**config.mk**
```make
export PLATFORM = sky130hd
export DESIGN_NAME = uart_status
export DESIGN_NICKNAME = d
export VERILOG_FILES = /design/src/core/uart_status_pkg.sv /design/src/core/uart_status.sv
export SDC_FILE = /design/constraint.sdc
export NUM_CORES = 1
export LEC_CHECK = 0
export CAP_MARGIN = 5
export CORE_MARGIN = 2
export CORE_UTILIZATION = 29
export CTS_CLUSTER_SIZE = 12
export DETAILED_ROUTE_END_ITERATION = 8
export DONT_BUFFER_PORTS = 1
export PLACE_DENSITY_LB_ADDON = 0.15
export REMOVE_ABC_BUFFERS = 1
export SETUP_SLACK_MARGIN = 0.2
export SLEW_MARGIN = 40
export SYNTH_ARGS = -nofsm -noshare
export SYNTH_HDL_FRONTEND = slang
export SYNTH_SLANG_ARGS = --single-unit
```
**constraint.sdc**
```tcl
create_clock -name clock_i -period 2.8 [get_ports clock_i]
set_input_delay 0 -clock clock_i [delete_from_list [all_inputs] [get_ports clock_i]]
set_output_delay 0 -clock clock_i [all_outputs]
set_load 0.05 [all_outputs]
```
**src/core/uart_status_pkg.sv**
```systemverilog
package uart_status_pkg;
  // register offsets on the plain register port
  localparam logic [2:0] ADDR_DATA = 3'h0;
  localparam logic [2:0] ADDR_CSA = 3'h1;
  localparam logic [2:0] ADDR_CSB = 3'h2;
  localparam logic [2:0] ADDR_CSC = 3'h3;
  localparam logic [2:0] ADDR_BAUD_LO = 3'h4;
  localparam logic [2:0] ADDR_BAUD_HI = 3'h5;
  // ctrl_status_first bit positions
  localparam int CSA_RXC = 7;
  localparam int CSA_TXC = 6;
  localparam int CSA_TXE = 5;
  localparam int CSA_FE = 4;
  localparam int CSA_DOR = 3;
  localparam int CSA_PE = 2;
  // ctrl_status_second bit positions
  localparam int CSB_RXIE = 7;
  localparam int CSB_TXCIE = 6;
  localparam int CSB_TXEIE = 5;
  localparam int CSB_RXEN = 4;
  localparam int CSB_TRANSMITTER_ENABLE_BIT = 3;
  localparam int CSB_RX9 = 1;
  localparam int CSB_TX9 = 0;
  // ctrl_status_third bit positions, char size in bits 2:0
  localparam int CSC_SYNC = 6;
  localparam int CSC_PAREN = 5;
  localparam int CSC_PARODD = 4;
  localparam int CSC_STOP2 = 3;
  localparam logic [2:0] CHAR_SIZE_9 = 3'h7;
  localparam logic [2:0] CHAR_SIZE_RESET = 3'h3;
  localparam int BAUD_W = 12;
  localparam logic [BAUD_W-1:0] BAUD_RESET = 12'h067;

  typedef enum logic [2:0] {
    ST_IDLE = 3'b000,
    ST_START = 3'b001,
    ST_DATA = 3'b011,
    ST_PARITY = 3'b010,
    ST_STOP = 3'b110
  } frame_st_t;

  typedef struct packed {
    logic [8:0] data;
    logic fe;
    logic pe;
  } rx_entry_t;

  typedef struct packed {
    logic rx_en;
    logic tx_en;
    logic rx_ie;
    logic txc_ie;
    logic txe_ie;
    logic tx_ninth;
  } ctrl_t;

  typedef struct packed {
    logic sync_mode;
    logic par_en;
    logic par_odd;
    logic stop2;
    logic [2:0] char_size;
  } fmt_t;

  typedef struct packed {
    logic [7:0] rdata;
    ctrl_t ctrl;
    fmt_t fmt;
    logic [BAUD_W-1:0] baud;
    logic [8:0] tx_buf;
    logic tx_full;
    frame_st_t tx_st;
    logic [8:0] tx_shift;
    logic [3:0] tx_idx;
    logic [BAUD_W-1:0] tx_cnt;
    logic tx_par;
    logic tx_done;
    logic tx_drive;
    logic tx_line;
    frame_st_t rx_st;
    logic [8:0] rx_shift;
    logic [3:0] rx_idx;
    logic [BAUD_W-1:0] rx_cnt;
    logic rx_par_bit;
    logic rx_par_en;
    rx_entry_t rx_wait_entry;
    logic rx_wait;
    logic dor;
    rx_entry_t [1:0] fifo;
    logic rd_ptr;
    logic [1:0] count;
    logic sclk_prev;
  } state_t;
endpackage

```
**src/core/uart_status.sv**
```systemverilog
// Behaviour
// - tx buffer empty flag high while buffer empty, low while holding unsent data
// - buffer-empty irq requested while its enable, flag and global enable all hold
// - writing the data register clears the tx buffer empty flag
// - tx complete set after frame shifted out with no data waiting
// - tx complete cleared when its interrupt is taken or on write-one
// - tx complete irq requested while flag set, enable and global enable
// - with parity enabled, parity bit goes between last data and first stop
// - disabled transmitter finishes shift register and buffer before releasing pin
// - receiver enable takes the input pin; sync mode clocks on sync clock pin
// - receive from valid start bit to first stop bit; second stop ignored
// - at first stop bit the frame moves into the receive buffer
// - unused upper data bits read as zero for short characters
// - ninth bit, framing and parity error flags buffered per frame; data read advances fifo
// - rx complete flag high while buffer holds unread data
// - clearing receiver enable aborts frame, flushes buffer, clears flag, frees pin
// - rx complete irq requested while flag, enable and global enable hold
// - error flags never raise an interrupt
// - writes to error and buffer-empty flag positions are ignored
// - framing error reflects the first stop bit only
// - overrun on start bit with full buffer and waiting char; cleared on move
// - parity checker on with upper mode bit, odd/even from lower bit
// - parity error only reported if checking was on when received
// - parity is xor of data bits, inverted for odd
// - shift register loads when idle or right after last stop bit
//
// Implementation choices: the register addresses and the plain strobed port.
`timescale 1ns/1ps
module uart_status
  import uart_status_pkg::*;
(
  input wire logic clock_i,
  input wire logic reset_n_i,
  input wire logic [2:0] addr_i,
  input wire logic [7:0] wdata_i,
  input wire logic wr_i,
  input wire logic rd_i,
  output logic [7:0] rdata_o,
  input wire logic serial_in_i,
  input wire logic sync_clock_i,
  output logic serial_out_o,
  output logic serial_out_oe_o,
  output logic serial_in_own_o,
  input wire logic global_irq_enable_i,
  input wire logic tx_complete_irq_ack_i,
  output logic tx_empty_irq_o,
  output logic tx_complete_irq_o,
  output logic rx_complete_irq_o
);

  function automatic logic [3:0] data_bits(input logic [2:0] cs);
    if (cs == CHAR_SIZE_9)
      data_bits = 4'h9;
    else if (cs[2])
      data_bits = 4'h8;
    else
      data_bits = {2'b01, cs[1:0]} + 4'h1;
  endfunction

  function automatic logic [8:0] mask_data(input logic [8:0] d, input logic [3:0] nb);
    logic [8:0] m;
    m = 9'h000;
    for (int i = 0; i < 9; i++)
    begin
      if (i < int'(nb))
        m[i] = d[i];
    end
    mask_data = m;
  endfunction

  function automatic logic calc_parity(input logic [8:0] d, input logic [3:0] nb, input logic odd);
    calc_parity = (^mask_data(d, nb)) ^ odd;
  endfunction

  state_t state_ff;
  state_t nxt_state;
  logic sclk_rise;
  logic tx_step;
  logic rx_step;
  logic [3:0] nb;
  logic pop;
  logic space;
  logic frame_done;
  logic push;
  rx_entry_t new_entry;
  rx_entry_t push_entry;
  rx_entry_t head;
  logic rx_complete_flag;
  logic tx_buffer_empty_flag;

  always_comb
  begin
    nxt_state = state_ff;
    sclk_rise = state_ff.fmt.sync_mode & sync_clock_i & ~state_ff.sclk_prev;
    tx_step = state_ff.fmt.sync_mode ? sclk_rise : (state_ff.tx_cnt == '0);
    rx_step = state_ff.fmt.sync_mode ? sclk_rise : (state_ff.rx_cnt == '0);
    nb = data_bits(state_ff.fmt.char_size);
    head = state_ff.fifo[state_ff.rd_ptr];
    rx_complete_flag = (state_ff.count != 2'h0);
    tx_buffer_empty_flag = ~state_ff.tx_full;
    pop = rd_i & (addr_i == ADDR_DATA) & rx_complete_flag;
    space = (state_ff.count != 2'h2) | pop;
    frame_done = 1'b0;
    push = 1'b0;
    push_entry = state_ff.rx_wait_entry;
    new_entry = '0;
    nxt_state.sclk_prev = sync_clock_i;
    nxt_state.rdata = 8'h00;

    // register port
    if (rd_i)
    begin
      case (addr_i)
        ADDR_DATA: nxt_state.rdata = head.data[7:0];
        ADDR_CSA:
        begin
          nxt_state.rdata[CSA_RXC] = rx_complete_flag;
          nxt_state.rdata[CSA_TXC] = state_ff.tx_done;
          nxt_state.rdata[CSA_TXE] = tx_buffer_empty_flag;
          nxt_state.rdata[CSA_FE] = head.fe & rx_complete_flag;
          nxt_state.rdata[CSA_DOR] = state_ff.dor;
          nxt_state.rdata[CSA_PE] = head.pe & rx_complete_flag;
        end
        ADDR_CSB:
        begin
          nxt_state.rdata[CSB_RXIE] = state_ff.ctrl.rx_ie;
          nxt_state.rdata[CSB_TXCIE] = state_ff.ctrl.txc_ie;
          nxt_state.rdata[CSB_TXEIE] = state_ff.ctrl.txe_ie;
          nxt_state.rdata[CSB_RXEN] = state_ff.ctrl.rx_en;
          nxt_state.rdata[CSB_TRANSMITTER_ENABLE_BIT] = state_ff.ctrl.tx_en;
          nxt_state.rdata[CSB_RX9] = head.data[8] & rx_complete_flag;
          nxt_state.rdata[CSB_TX9] = state_ff.ctrl.tx_ninth;
        end
        ADDR_CSC: nxt_state.rdata = {1'b0, state_ff.fmt};
        ADDR_BAUD_LO: nxt_state.rdata = state_ff.baud[7:0];
        ADDR_BAUD_HI: nxt_state.rdata = {4'h0, state_ff.baud[BAUD_W-1:8]};
        default: nxt_state.rdata = 8'h00;
      endcase
    end
    if (wr_i)
    begin
      case (addr_i)
        ADDR_DATA:
        begin
          nxt_state.tx_buf = {state_ff.ctrl.tx_ninth, wdata_i};
          nxt_state.tx_full = 1'b1;
        end
        ADDR_CSB:
        begin
          nxt_state.ctrl.rx_ie = wdata_i[CSB_RXIE];
          nxt_state.ctrl.txc_ie = wdata_i[CSB_TXCIE];
          nxt_state.ctrl.txe_ie = wdata_i[CSB_TXEIE];
          nxt_state.ctrl.rx_en = wdata_i[CSB_RXEN];
          nxt_state.ctrl.tx_en = wdata_i[CSB_TRANSMITTER_ENABLE_BIT];
          nxt_state.ctrl.tx_ninth = wdata_i[CSB_TX9];
        end
        ADDR_CSC: nxt_state.fmt = wdata_i[6:0];
        ADDR_BAUD_LO: nxt_state.baud[7:0] = wdata_i;
        ADDR_BAUD_HI: nxt_state.baud[BAUD_W-1:8] = wdata_i[3:0];
        default: nxt_state.rdata = nxt_state.rdata;
      endcase
    end
    // only the tx complete bit of ctrl_status_first is writable
    if ((wr_i & (addr_i == ADDR_CSA) & wdata_i[CSA_TXC]) | tx_complete_irq_ack_i)
      nxt_state.tx_done = 1'b0;

    // transmitter
    if (state_ff.tx_st != ST_IDLE)
      nxt_state.tx_cnt = (state_ff.tx_cnt == '0) ? state_ff.baud : state_ff.tx_cnt - 1'b1;
    case (state_ff.tx_st)
      ST_IDLE:
      begin
        if (state_ff.tx_full & (state_ff.ctrl.tx_en | state_ff.tx_drive))
        begin
          nxt_state.tx_st = ST_START;
          nxt_state.tx_cnt = state_ff.baud;
        end
      end
      ST_START:
        if (tx_step)
        begin
          nxt_state.tx_st = ST_DATA;
          nxt_state.tx_idx = 4'h0;
        end
      ST_DATA:
        if (tx_step)
        begin
          if (state_ff.tx_idx == nb - 4'h1)
          begin
            nxt_state.tx_st = state_ff.fmt.par_en ? ST_PARITY : ST_STOP;
            nxt_state.tx_idx = 4'h0;
          end
          else
          begin
            nxt_state.tx_shift = {1'b0, state_ff.tx_shift[8:1]};
            nxt_state.tx_idx = state_ff.tx_idx + 4'h1;
          end
        end
      ST_PARITY:
        if (tx_step)
          nxt_state.tx_st = ST_STOP;
      ST_STOP:
        if (tx_step)
        begin
          if (state_ff.fmt.stop2 & (state_ff.tx_idx == 4'h0))
            nxt_state.tx_idx = 4'h1;
          else if (state_ff.tx_full)
            nxt_state.tx_st = ST_START;
          else
          begin
            nxt_state.tx_st = ST_IDLE;
            nxt_state.tx_done = 1'b1;
          end
        end
      default: nxt_state.tx_st = ST_IDLE;
    endcase
    if (nxt_state.tx_st == ST_START && state_ff.tx_st != ST_START)
    begin
      nxt_state.tx_shift = state_ff.tx_buf;
      nxt_state.tx_par = calc_parity(state_ff.tx_buf, nb, state_ff.fmt.par_odd);
      nxt_state.tx_full = wr_i & (addr_i == ADDR_DATA);
      nxt_state.tx_cnt = state_ff.baud;
    end
    // pin stays overridden until both shift register and buffer drain
    nxt_state.tx_drive = state_ff.ctrl.tx_en |
      (state_ff.tx_drive & ((state_ff.tx_st != ST_IDLE) | state_ff.tx_full));
    case (nxt_state.tx_st)
      ST_START: nxt_state.tx_line = 1'b0;
      ST_DATA: nxt_state.tx_line = nxt_state.tx_shift[0];
      ST_PARITY: nxt_state.tx_line = nxt_state.tx_par;
      default: nxt_state.tx_line = 1'b1;
    endcase

    // receiver
    if (state_ff.rx_st != ST_IDLE)
      nxt_state.rx_cnt = (state_ff.rx_cnt == '0) ? state_ff.baud : state_ff.rx_cnt - 1'b1;
    case (state_ff.rx_st)
      ST_IDLE:
        if (state_ff.ctrl.rx_en & ~serial_in_i & (~state_ff.fmt.sync_mode | sclk_rise))
        begin
          // sync mode has no half-bit check, so its start is already valid here
          if (state_ff.fmt.sync_mode & (state_ff.count == 2'h2) & state_ff.rx_wait & ~pop)
            nxt_state.dor = 1'b1;
          nxt_state.rx_par_en = state_ff.fmt.par_en;
          nxt_state.rx_idx = 4'h0;
          nxt_state.rx_shift = 9'h000;
          nxt_state.rx_st = state_ff.fmt.sync_mode ? ST_DATA : ST_START;
          nxt_state.rx_cnt = {1'b0, state_ff.baud[BAUD_W-1:1]};
        end
      ST_START:
        if (rx_step)
        begin
          nxt_state.rx_st = serial_in_i ? ST_IDLE : ST_DATA;
          // overrun only on a confirmed start, not on a low stop bit or a glitch
          if (~serial_in_i & (state_ff.count == 2'h2) & state_ff.rx_wait & ~pop)
            nxt_state.dor = 1'b1;
        end
      ST_DATA:
        if (rx_step)
        begin
          nxt_state.rx_shift[state_ff.rx_idx] = serial_in_i;
          if (state_ff.rx_idx == nb - 4'h1)
            nxt_state.rx_st = state_ff.rx_par_en ? ST_PARITY : ST_STOP;
          else
            nxt_state.rx_idx = state_ff.rx_idx + 4'h1;
        end
      ST_PARITY:
        if (rx_step)
        begin
          nxt_state.rx_par_bit = serial_in_i;
          nxt_state.rx_st = ST_STOP;
        end
      ST_STOP:
        if (rx_step)
        begin
          // back to idle at once: a second stop bit is never looked at
          nxt_state.rx_st = ST_IDLE;
          frame_done = 1'b1;
        end
      default: nxt_state.rx_st = ST_IDLE;
    endcase
    new_entry.data = mask_data(state_ff.rx_shift, nb);
    new_entry.fe = ~serial_in_i;
    new_entry.pe = state_ff.rx_par_en &
      (calc_parity(state_ff.rx_shift, nb, state_ff.fmt.par_odd) != state_ff.rx_par_bit);
    if (frame_done)
    begin
      if (state_ff.rx_wait)
      begin
        if (space)
        begin
          push = 1'b1;
          nxt_state.rx_wait_entry = new_entry;
        end
      end
      else if (space)
      begin
        push = 1'b1;
        push_entry = new_entry;
      end
      else
      begin
        nxt_state.rx_wait = 1'b1;
        nxt_state.rx_wait_entry = new_entry;
      end
    end
    else if (state_ff.rx_wait & space)
    begin
      push = 1'b1;
      nxt_state.rx_wait = 1'b0;
    end
    if (push)
    begin
      nxt_state.fifo[state_ff.rd_ptr ^ state_ff.count[0]] = push_entry;
      if (nxt_state.dor == state_ff.dor)
        nxt_state.dor = 1'b0;
    end
    if (pop)
      nxt_state.rd_ptr = ~state_ff.rd_ptr;
    nxt_state.count = state_ff.count - {1'b0, pop} + {1'b0, push};
    if (~state_ff.ctrl.rx_en)
    begin
      nxt_state.rx_st = ST_IDLE;
      nxt_state.count = 2'h0;
      nxt_state.rx_wait = 1'b0;
      nxt_state.dor = 1'b0;
    end
  end

  always_ff @(posedge clock_i)
  begin
    if (!reset_n_i)
    begin
      state_ff <= '0;
      state_ff.fmt.char_size <= CHAR_SIZE_RESET;
      state_ff.baud <= BAUD_RESET;
      state_ff.tx_line <= 1'b1;
    end
    else
      state_ff <= nxt_state;
  end

  assign rdata_o = state_ff.rdata;
  assign serial_out_o = state_ff.tx_line;
  assign serial_out_oe_o = state_ff.tx_drive;
  assign serial_in_own_o = state_ff.ctrl.rx_en;
  assign tx_empty_irq_o = state_ff.ctrl.txe_ie & tx_buffer_empty_flag & global_irq_enable_i;
  assign tx_complete_irq_o = state_ff.ctrl.txc_ie & state_ff.tx_done & global_irq_enable_i;
  // error flags deliberately feed no request line
  assign rx_complete_irq_o = state_ff.ctrl.rx_ie & rx_complete_flag & global_irq_enable_i;
endmodule // uart_status

```
==> summary.txt, run 1 <==
Status - complete, no violations
Max cap viols - 0
Worst path cell trace - ha_4, nor2b_2, or2_4, ha_4, inv_2, ha_4, xor2_1, nor2_1, o221ai_2, a221o_2, a22oi_2, buf_6, o221a_1
TritonRoute pass-1 iters - 5
Root Driver - clkbuf_16
Critical path arrival - 3.11 ns
Gr ovfl total - 0
Initial Util - 29.2%
Synth-to-Final Area Change - 23.0%
Register Area - 2890 um2
Post-synthesis sequential area ratio - 36.9%
Die Ht - 168 um
TritonCTS clock tree - done
Die width - 168 um
Tcrit/Tclk final - 97.6%
Final Total Pwr - 6.31 mW
Reg2reg end - state_ff[74]
Area occupied by multi-input gates - 4730 um2
Vias in the first global route - 6,771
Final GP Congestion - 0.790
Number of port buffers - 0
DRT antenna net count - 0
RSZ-0062 raised after global routing - true
Crit. Startpoint - state_ff[123]
Row count - 60
Post-synthesis cell type count - 84
Cells after Synth - 940
Later-pin clock latency in the skew report - 0.44 ns
Final setup viols - 0
Final Skew - 0.0116 ns
CTS Buf Count - 17
H-tree levels - 4
Slew HR - 53.9%
Post-DP HPWL - 17,500 um
Top post-synthesis cells by area - dfxtp_1, nand2_1, mux2i_1
R2r setup slk - 0.07 ns
P_leak - 3.50 nW
Final hold violation count - 0
Via density - 5.16
Global-route wire length before repair - 39,200 um
Critical Path End Type - flip-flop
Antenna cells - 0
R2R Path Start - state_ff[123]
Layout cells sized above 1 - 16.4%
DR iter-0 viols - 598
Crit Path Max Fanout - 6
DR vias - 6,925
I/O pin cnt - 33
Avg Inst Size Synth - 8.30 um2
Synth top cells by count - dfxtp_1, nand2_1, nor2_1, a21oi_1, mux2i_1
Clock Sinks - 144
Register bit total from synthesis - 144
DRC Markers - 0
Hold Crit Class - primary input to flip-flop
Gr usage total - 17.8%
Ys async rst share - 0%
YS warnings - 0
Total Wirelength - 25,000 um
Max Slew Vio Count - 0
Largest net degree at the start of global routing - 59
Critical path class - flip-flop to flip-flop
Clock transition at path regs - 0.07 ns
Crit path time final - 2.73 ns
Synth area leader - dfxtp_1
Max Root-Sink Buffers - 2
PD cells - 657 nW/um2
F_max - 366 MHz
CP max stage delay - 0.43 ns
Final hold slack - 0.0111 ns
Worst-case vdd ir drop - 0.300 mV
FF-to-FF path depth - 13
Slew of the pin with the lowest slew margin - 0.684 ns
CP required - 3.18 ns
Critical Path Sink - state_ff[74]
WL/cell - 18.6 um
Die ar. - 28,200 um2
CP Launch Type - flip-flop
Post-synthesis cell area - 7810 um2
Post-layout util - 35.9%
Most common cell in the synthesized netlist - dfxtp_1
FILL cells - 2,808
Most common cell on crit path - ha_4
Yosys top cell area share - 36.9%
Core ar. - 26,700 um2
Nets - 1,022
Number of synthesized flops with an enable pin - 0
Slowest-stage cell, CP - a221o_2
Synth Flop Type - dfxtp_1
Initial antenna violation count - 0
==> cells in the final DEF (no fill, tap or decap), types with 9 or more instances in the layout <==
cell           netlist  layout
xor2_1              12      12
dfxtp_1            144     142
o2111ai_1            9       9
ha_1                15      11
nor3_1              31      28
mux2i_1             46      45
buf_6                2      11
dlygate4sd3_1        0      28
o211ai_1            11      11
clkbuf_16            0      17
nand2_1            135     135
a211oi_1            26      25
nand3_1             28      27
o21ai_0             26      23
o21a_1              12      12
mux2_2              14      14
a21oi_1             70      70
xnor2_1             21      20
nand2b_1             9       9
and3_1              10       9
nor2_1              91      90
nor2b_1             12      10
inv_1               22      21
buf_4               10      51
==> power by group <==
part	internal [mW]	total [mW]	switching, mW
sequential	2.18	2.35	0.169
combinational	0.633	1.48	0.852
clock	1.44	2.48	1.04
==> worst max-delay path, delay by kind of cell (launching register included) <==
family                     cells  cell delay [ns]
DFF                            1             0.37
buffers and inverters          2             0.21
xor gates and xnor gates       1             0.14
adders and majority gates      3             0.48
AOI/OAI and AO/OA              4             1.02
and+or+nand+nor                3             0.44
==> kinds of logic (layout without fill, tap and decap cells) <==
family                     after synthesis  after routing  share of synthesized area (%)
AOI/OAI and AO/OA                      228            228                           20.8
xor gates and xnor gates                34             34                           3.99
adders and majority gates               15             15                           2.40
buffers and inverters                   87            148                           5.05
DFF                                    144            144                           36.9
muxes                                   60             60                           7.92
and+or+nand+nor                        372            372                           22.9
==> registers in the layout, summed over array words and instances (netlist names) <==
name,cells
serial_out_oe_o,1
rdata_o,8
serial_out_o,1
serial_in_own_o,1
state_ff,133
==> cell type report <==
type,count,area share [%]
Timing Repair Buffer,93,8.82
Clock inverter,15,2.10
Clock buffer,17,4.43
Inverter,23,0.899
Tap cell,341,4.44
Sequential cell,144,30.1
Multi-Input combinational cell,709,49.2
==> repair_timing <==
action	4_1_cts	5_1_grt
buffers inserted	2	3
setup endpoints to repair	41	37
hold buffers	29	0
cloned	0	1
hold endpoints to repair	86	0
pin swaps	12	17
resized for setup	20	34
==> worst min-delay path by stage <==
stage                         start            end  slack (ns)  cells after the start
after detailed placement  reset_n_i  state_ff[116]        0.08                      1
after global placement    reset_n_i  state_ff[116]        0.08                      1
after CTS                 addr_i[0]     rdata_o[6]       0.003                      5
after global routing      addr_i[0]     rdata_o[6]        0.02                      5
final                          wr_i  state_ff[122]        0.01                      3
after floorplan           reset_n_i  state_ff[111]        0.07                      1
==> per-stage QoR <==
step | std cells | cell area, um2 | setup TNS (ns) | worst slack [ns]
final | 1342 | 9600 | 0 | 0.0665
after floorplan | 876 | 7500 | -8.48 | -0.456
after global routing | 1342 | 9600 | -0.155 | -0.0377
after detailed placement | 1275 | 8390 | -3.10 | -0.183
after global placement | 1275 | 8390 | -1.45 | -0.114
after CTS | 1338 | 9410 | 0 | 0.0919
==> layer usage <==
| metal | up-vias | wire length (um) | GRT usage [%] |
|---|---|---|---|
| li1 | 3477 | - | - |
| met1 | 3321 | 12500 | 24.7 |
| met2 | 106 | 11500 | 28.9 |
| met3 | 21 | 684 | 3.08 |
| met4 | 0 | 289 | 4.39 |
| met5 | - | 0 | 0 |
Power figures use the tool's default switching activity.
==> run 2, diff against run 1 <==
==> constraint.sdc (replaced) <==
create_clock -name clock_i -period 2.95 [get_ports clock_i]
set_input_delay 0 -clock clock_i [delete_from_list [all_inputs] [get_ports clock_i]]
set_output_delay 0 -clock clock_i [all_outputs]
set_load 0.05 [all_outputs]
==> run 2 against run 1 <==
Against the previous run:
- clock power shrank 9.3%
- sequential share of layout area increased by 0.24 points
- via count is 1.2% higher
- largest power group unchanged
- largest cell class unchanged
- clock-buffer cell count unchanged
==> summary.txt, run 2 (same netlist as run 1, synthesis figures left out) <==
Status - complete, no violations (unchanged)
Critical path class - flip-flop to flip-flop (unchanged)
DR vias - 7,005 (was 6,925)
Initial antenna violation count - 1 (was 0)
Critical path arrival - 3.18 ns (was 3.11 ns)
Crit path time final - 2.80 ns (was 2.73 ns)
Max reg flops - 133 (unchanged)
Largest net degree at the start of global routing - 56 (was 59)
RSZ-0062 raised after global routing - true (unchanged)
Hold Path Sink - state_ff[36] (was state_ff[122])
Gr ovfl total - 0 (unchanged)
Clock transition at path regs - 0.07 ns (about the same)
Via density - 5.24 (was 5.16)
Gr usage total - 18.1% (was 17.8%)
Dpl cells - 1,260 (was 1,275)
Clock Sinks - 144 (unchanged)
Initial Util - 29.2% (unchanged)
Row count - 60 (unchanged)
TritonCTS clock tree - done (unchanged)
Max Slew Vio Count - 0 (unchanged)
P_leak - 3.47 nW (was 3.50 nW)
Most frequent cells in the layout - dfxtp_1, nand2_1, nor2_1, a21oi_1, buf_4 (unchanged)
Worst-case vdd ir drop - 0.310 mV (was 0.300 mV)
Pint - 4.02 mW (was 4.25 mW)
I/O pin cnt - 33 (unchanged)
Final Total Pwr - 6.02 mW (was 6.31 mW)
Slew of the pin with the lowest slew margin - 0.718 ns (was 0.684 ns)
FF-to-FF path depth - 13 (unchanged)
Crit Path Max Fanout - 5 (was 6)
Post-DP HPWL - 17,400 um (was 17,500 um)
Final Skew - 0.0108 ns (was 0.0116 ns)
DRC Markers - 0 (unchanged)
R2r setup slk - 0.15 ns (was 0.07 ns)
CP required - 3.33 ns (was 3.18 ns)
Most common cell after layout, fill and taps aside - dfxtp_1 (unchanged)
CP Launch Type - flip-flop (unchanged)
Reg2reg end - state_ff[75] (was state_ff[74])
Post-route cell area - 9530 um2 (was 9600 um2)
Power share of the clock group - 37.3% (was 39.3%)
Slew HR - 52.0% (was 53.9%)
FILL cells - 2,806 (was 2,808)
Slowest-stage cell, CP - a221o_2 (unchanged)
Die width - 168 um (unchanged)
Tcrit/Tclk final - 95.0% (was 97.6%)
Final GP Congestion - 0.805 (was 0.790)
CP max stage delay - 0.42 ns (was 0.43 ns)
Register Area - 2890 um2 (unchanged)
DRT antenna net count - 0 (unchanged)
Worst path cell trace - ha_4, nor2b_2, or2_4, ha_4, inv_2, ha_4, xor2_1, nor2_1, o221ai_2, a221o_2, a22oi_2, bufbuf_16, o221a_1 (was ha_4, nor2b_2, or2_4, ha_4, inv_2, ha_4, xor2_1, nor2_1, o221ai_2, a221o_2, a22oi_2, buf_6, o221a_1)
Critical Path End Type - flip-flop (unchanged)
Min-delay src - reset_n_i (was wr_i)
Final hold violation count - 0 (unchanged)
Crit path buf inv count - 2 (unchanged)
Max cap viols - 0 (unchanged)
Area after DPL - 8280 um2 (was 8390 um2)
Core ar. - 26,700 um2 (unchanged)
TritonRoute pass-1 iters - 6 (was 5)
Later-pin clock latency in the skew report - 0.43 ns (was 0.44 ns)
Reg with most FFs - state_ff (unchanged)
DR iter-0 viols - 565 (was 598)
Setup TNS - 0 ns (unchanged)
Die ar. - 28,200 um2 (unchanged)
Max Root-Sink Buffers - 2 (unchanged)
CTS Buf Count - 17 (unchanged)
Hold Crit Class - primary input to flip-flop (unchanged)
Final setup viols - 0 (unchanged)
NetSw - 1.99 mW (was 2.07 mW)
Antenna cells - 0 (unchanged)
Die Ht - 168 um (unchanged)
Crit path max-delay family - compound AO/OA/AOI/OAI gates (unchanged)
F_max - 357 MHz (was 366 MHz)
Non-filler cells, final - 1,338 (was 1,342)
Number of port buffers - 0 (unchanged)
Root Driver - clkbuf_16 (unchanged)
WHS Path Cells - 2 (was 3)
Net Sw Frac - 33.1% (was 32.7%)
Vias in the first global route - 6,799 (was 6,771)
Logic gate share of total power - 25.7% (was 23.5%)
Total Wirelength - 25,200 um (was 25,000 um)
Global-route wire length before repair - 39,600 um (was 39,200 um)
Layout cells sized above 1 - 15.6% (was 16.4%)
Area occupied by multi-input gates - 4700 um2 (was 4730 um2)
Sequential power share - 37.0% (was 37.2%)
PD cells - 632 nW/um2 (was 657 nW/um2)
Nets - 1,018 (was 1,022)
WL/cell - 18.8 um (was 18.6 um)
R2R Path Start - state_ff[124] (was state_ff[123])
Synth-to-Final Area Change - 22.1% (was 23.0%)
H-tree levels - 4 (unchanged)
Most common cell on crit path - ha_4 (unchanged)
## run 2: area by class of cell
type                    instances  share of cell area (%)
clock buffers                  17                    4.46
clock inverters                15                    1.83
inverters                      23                   0.906
multi-input cells             709                    49.4
flip-flops and latches        144                    30.3
well taps                     341                    4.48
repair buffers                 89                    8.65
## run 2: stage by stage
step	util, %	hold slack [ns]	setup slack, ns
4_1_cts	35.0	0.00184	0.166
3_5_place_dp	31.0	0.0797	-0.0306
2_1_floorplan	-	0.0718	-0.306
5_1_grt	35.7	0.0315	0.00412
3_3_place_gp	31.0	0.0791	0.0191
6_report	35.7	0.0167	0.149
## run 2: power groups by stage
| stage | clock network, mW | registers (mW) | logic [mW] |
|---|---|---|---|
| floorplan | 0 | 2.23 | 0.867 |
| global placement | 0 | 2.27 | 1.23 |
| detailed placement | 0 | 2.27 | 1.22 |
| CTS | 2.28 | 2.22 | 1.40 |
| global route | 2.39 | 2.25 | 1.69 |
| finish | 2.25 | 2.23 | 1.54 |
## run 2: layer usage
metal  share of wire (%)  vias to the layer above  wire, um  global-route usage, %
met5                   0                        -         0                      0
met4                 1.7                        0       436                   5.55
met3                 3.4                       20       859                   2.87
met2                  46                      141     11500                   28.8
met1                  49                     3373     12400                   25.3
li1                    -                     3471         -                      -
## run 2: what timing repair did
item                                   in CTS  in global routing
gates resized for setup                    14                 27
gates cloned                                1                  1
pin swaps                                   8                 16
setup endpoints to repair                  35                 29
hold buffers                               34                  0
setup buffers                               4                  6
endpoints found under the hold margin      88                  0
## run 2: worst max path at each step
stage	startpoint	endpoint	slack, ns	depth (start not counted)
floorplan	state_ff[123]	state_ff[82]	-0.31	12
global placement	state_ff[123]	state_ff[73]	0.02	13
detailed placement	state_ff[123]	state_ff[73]	-0.03	13
CTS	state_ff[123]	state_ff[75]	0.17	13
global route	state_ff[124]	serial_out_o	0.004	13
finish	state_ff[124]	state_ff[75]	0.15	13
==> run 3, diff against run 2 <==
--- a/config.mk
+++ b/config.mk
@@ -7,7 +7,7 @@
 export LEC_CHECK = 0
 export CAP_MARGIN = 5
 export CORE_MARGIN = 2
-export CORE_UTILIZATION = 29
+export CORE_UTILIZATION = 57
 export CTS_CLUSTER_SIZE = 12
 export DETAILED_ROUTE_END_ITERATION = 8
 export DONT_BUFFER_PORTS = 1
==> run 3 against run 2 <==
Against the previous run:
- the run now ends with hold timing left
- via count grew 3.2%
- register-to-register slack is essentially flat
- power shrank 5.5%
- utilization grew 32 points
- combinational power shrank 14%
- critical path type unchanged
- critical endpoint unchanged
- highest routed layer unchanged
==> summary.txt, run 3 (same netlist as run 1, synthesis figures left out) <==
Status - finished with violations (was complete, no violations)
Failing checks - hold timing
Final Skew - 0.00868 ns (was 0.0108 ns)
Critical path class - flip-flop to flip-flop (unchanged)
Post-DP HPWL - 15,700 um (was 17,400 um)
Die ar. - 14,600 um2 (was 28,200 um2)
Final Total Pwr - 5.69 mW (was 6.02 mW)
TritonRoute pass-1 iters - 5 (was 6)
PD cells - 630 nW/um2 (was 632 nW/um2)
Number of port buffers - 0 (unchanged)
TritonCTS clock tree - done (unchanged)
Max reg flops - 133 (unchanged)
Reg with most FFs - state_ff (unchanged)
Busiest grt layer - met2 (unchanged)
Min-delay src - wr_i (was reset_n_i)
Nets - 998 (was 1,018)
Antenna cells - 0 (unchanged)
Gr ovfl total - 0 (unchanged)
Post-layout util - 67.9% (was 35.7%)
Critical Path Sink - state_ff[75] (unchanged)
GR Layer Usage met1 - 39.6% (was 25.3%)
FF-to-FF path depth - 12 (was 13)
Final GP Congestion - 0.968 (was 0.805)
R2R Path Start - state_ff[125] (was state_ff[124])
Hold Crit Class - primary input to flip-flop (unchanged)
Final hold violation count - 1 (was 0)
DRT antenna net count - 0 (unchanged)
Crit Path Max Fanout - 6 (was 5)
Slew HR - 49.9% (was 52.0%)
Die Ht - 121 um (was 168 um)
Synth-to-Final Area Change - 15.7% (was 22.1%)
H-tree levels - 4 (unchanged)
Crit. Startpoint - state_ff[125] (was state_ff[124])
Critical path arrival - 3.14 ns (was 3.18 ns)
Critical Path End Type - flip-flop (unchanged)
CP required - 3.31 ns (was 3.33 ns)
Area after DPL - 7950 um2 (was 8280 um2)
I/O pin cnt - 33 (unchanged)
WL/cell - 19.7 um (was 18.8 um)
P_leak - 3.33 nW (was 3.47 nW)
Largest net degree at the start of global routing - 36 (was 56)
GR Layer Usage met2 - 53.3% (was 28.8%)
Final setup viols - 0 (unchanged)
Global-route wire length before repair - 35,800 um (was 39,600 um)
Clock Sinks - 144 (unchanged)
DR iter-0 viols - 721 (was 565)
CTS Buf Count - 17 (unchanged)
Max Root-Sink Buffers - 2 (unchanged)
Slew of the pin with the lowest slew margin - 0.750 ns (was 0.718 ns)
Total Wirelength - 22,700 um (was 25,200 um)
CP Launch Type - flip-flop (unchanged)
PnR worst setup slack - 0.164 ns (was 0.149 ns)
Worst slack, placed - -0.0874 ns (was -0.0306 ns)
Reg2reg end - state_ff[75] (unchanged)
Met3 Track Usage GR - 5.64% (was 2.87%)
Max Slew Vio Count - 0 (unchanged)
Crit path time final - 2.79 ns (was 2.80 ns)
Gr usage total - 31.4% (was 18.1%)
Core ar. - 13,300 um2 (was 26,700 um2)
Initial Util - 58.7% (was 29.2%)
Clock transition at path regs - 0.06 ns (was 0.07 ns)
Tcrit/Tclk final - 94.5% (was 95.0%)
Root Driver - clkbuf_16 (unchanged)
Die width - 121 um (was 168 um)
Vias in the first global route - 6,771 (was 6,799)
Layout cells sized above 1 - 13.5% (was 15.6%)
Final hold slack - -0.00880 ns (was 0.0167 ns)
Post-route cell area - 9030 um2 (was 9530 um2)
Via density - 6.28 (was 5.24)
RSZ-0062 raised after global routing - true (unchanged)
DRC Markers - 0 (unchanged)
Row count - 42 (was 60)
DR vias - 7,226 (was 7,005)
Max cap viols - 0 (unchanged)
Worst-case vdd ir drop - 0.422 mV (was 0.310 mV)
Most frequent cells in the layout - dfxtp_1, nand2_1, nor2_1, a21oi_1, mux2i_1 (was dfxtp_1, nand2_1, nor2_1, a21oi_1, buf_4)
Initial antenna violation count - 0 (was 1)
F_max - 359 MHz (was 357 MHz)
Most common cell after layout, fill and taps aside - dfxtp_1 (unchanged)
R2r setup slk - 0.16 ns (was 0.15 ns)
Later-pin clock latency in the skew report - 0.43 ns (about the same)
[run 3: layout make-up]
class,instances,area (um2)
well taps,176,220
repair buffers,69,611
multi-input cells,709,4640
flip-flops and latches,144,2890
clock buffers,20,467
inverters,23,88.8
clock inverters,10,113
fillers,1088,4270
[run 3: how the worst min path moves through the flow]
stage                         end  slack [ns]  depth (start not counted)
floorplan           state_ff[111]        0.07                          1
global placement    state_ff[113]        0.08                          1
detailed placement  state_ff[117]        0.08                          1
CTS                 state_ff[128]      0.0009                          3
global route           rdata_o[6]        0.02                          4
finish              state_ff[123]      -0.009                          3
[run 3: what timing repair did]
item,in CTS,in global routing
hold endpoints to repair,86,0
gates cloned,1,0
resized for setup,11,18
endpoints found under the setup margin,29,28
setup buffers,4,3
pin swaps,7,8
hold buffers,30,0
[run 3: metal layers]
metal / up-vias / wire length, um
met2: 321 / 11200
li1: 3425 / -
met1: 3436 / 9310
met5: - / 0
met3: 44 / 1680
met4: 0 / 537
[run 3: stage by stage]
step                instances  TNS [ns]
floorplan                 876     -4.34
global placement         1083         0
detailed placement       1083     -1.07
CTS                      1148         0
global route             1151         0
finish                   1151         0
[run 3: power by group]
part           switching, mW  total (mW)  internal [mW]
combinational          0.787        1.33          0.542
sequential             0.162        2.23           2.07
clock                  0.831        2.13           1.30
[run 3: critical path, stage by stage, from the launching register on]
cell      delay (ns)
dfxtp_1         0.42
nor2b_1         0.10
or2_4           0.27
ha_4            0.17
inv_4           0.05
ha_4            0.19
xor2_1          0.13
nor2_1          0.18
o221ai_2        0.17
a221o_2         0.43
a22oi_2         0.25
buf_6           0.16
o221a_1         0.19
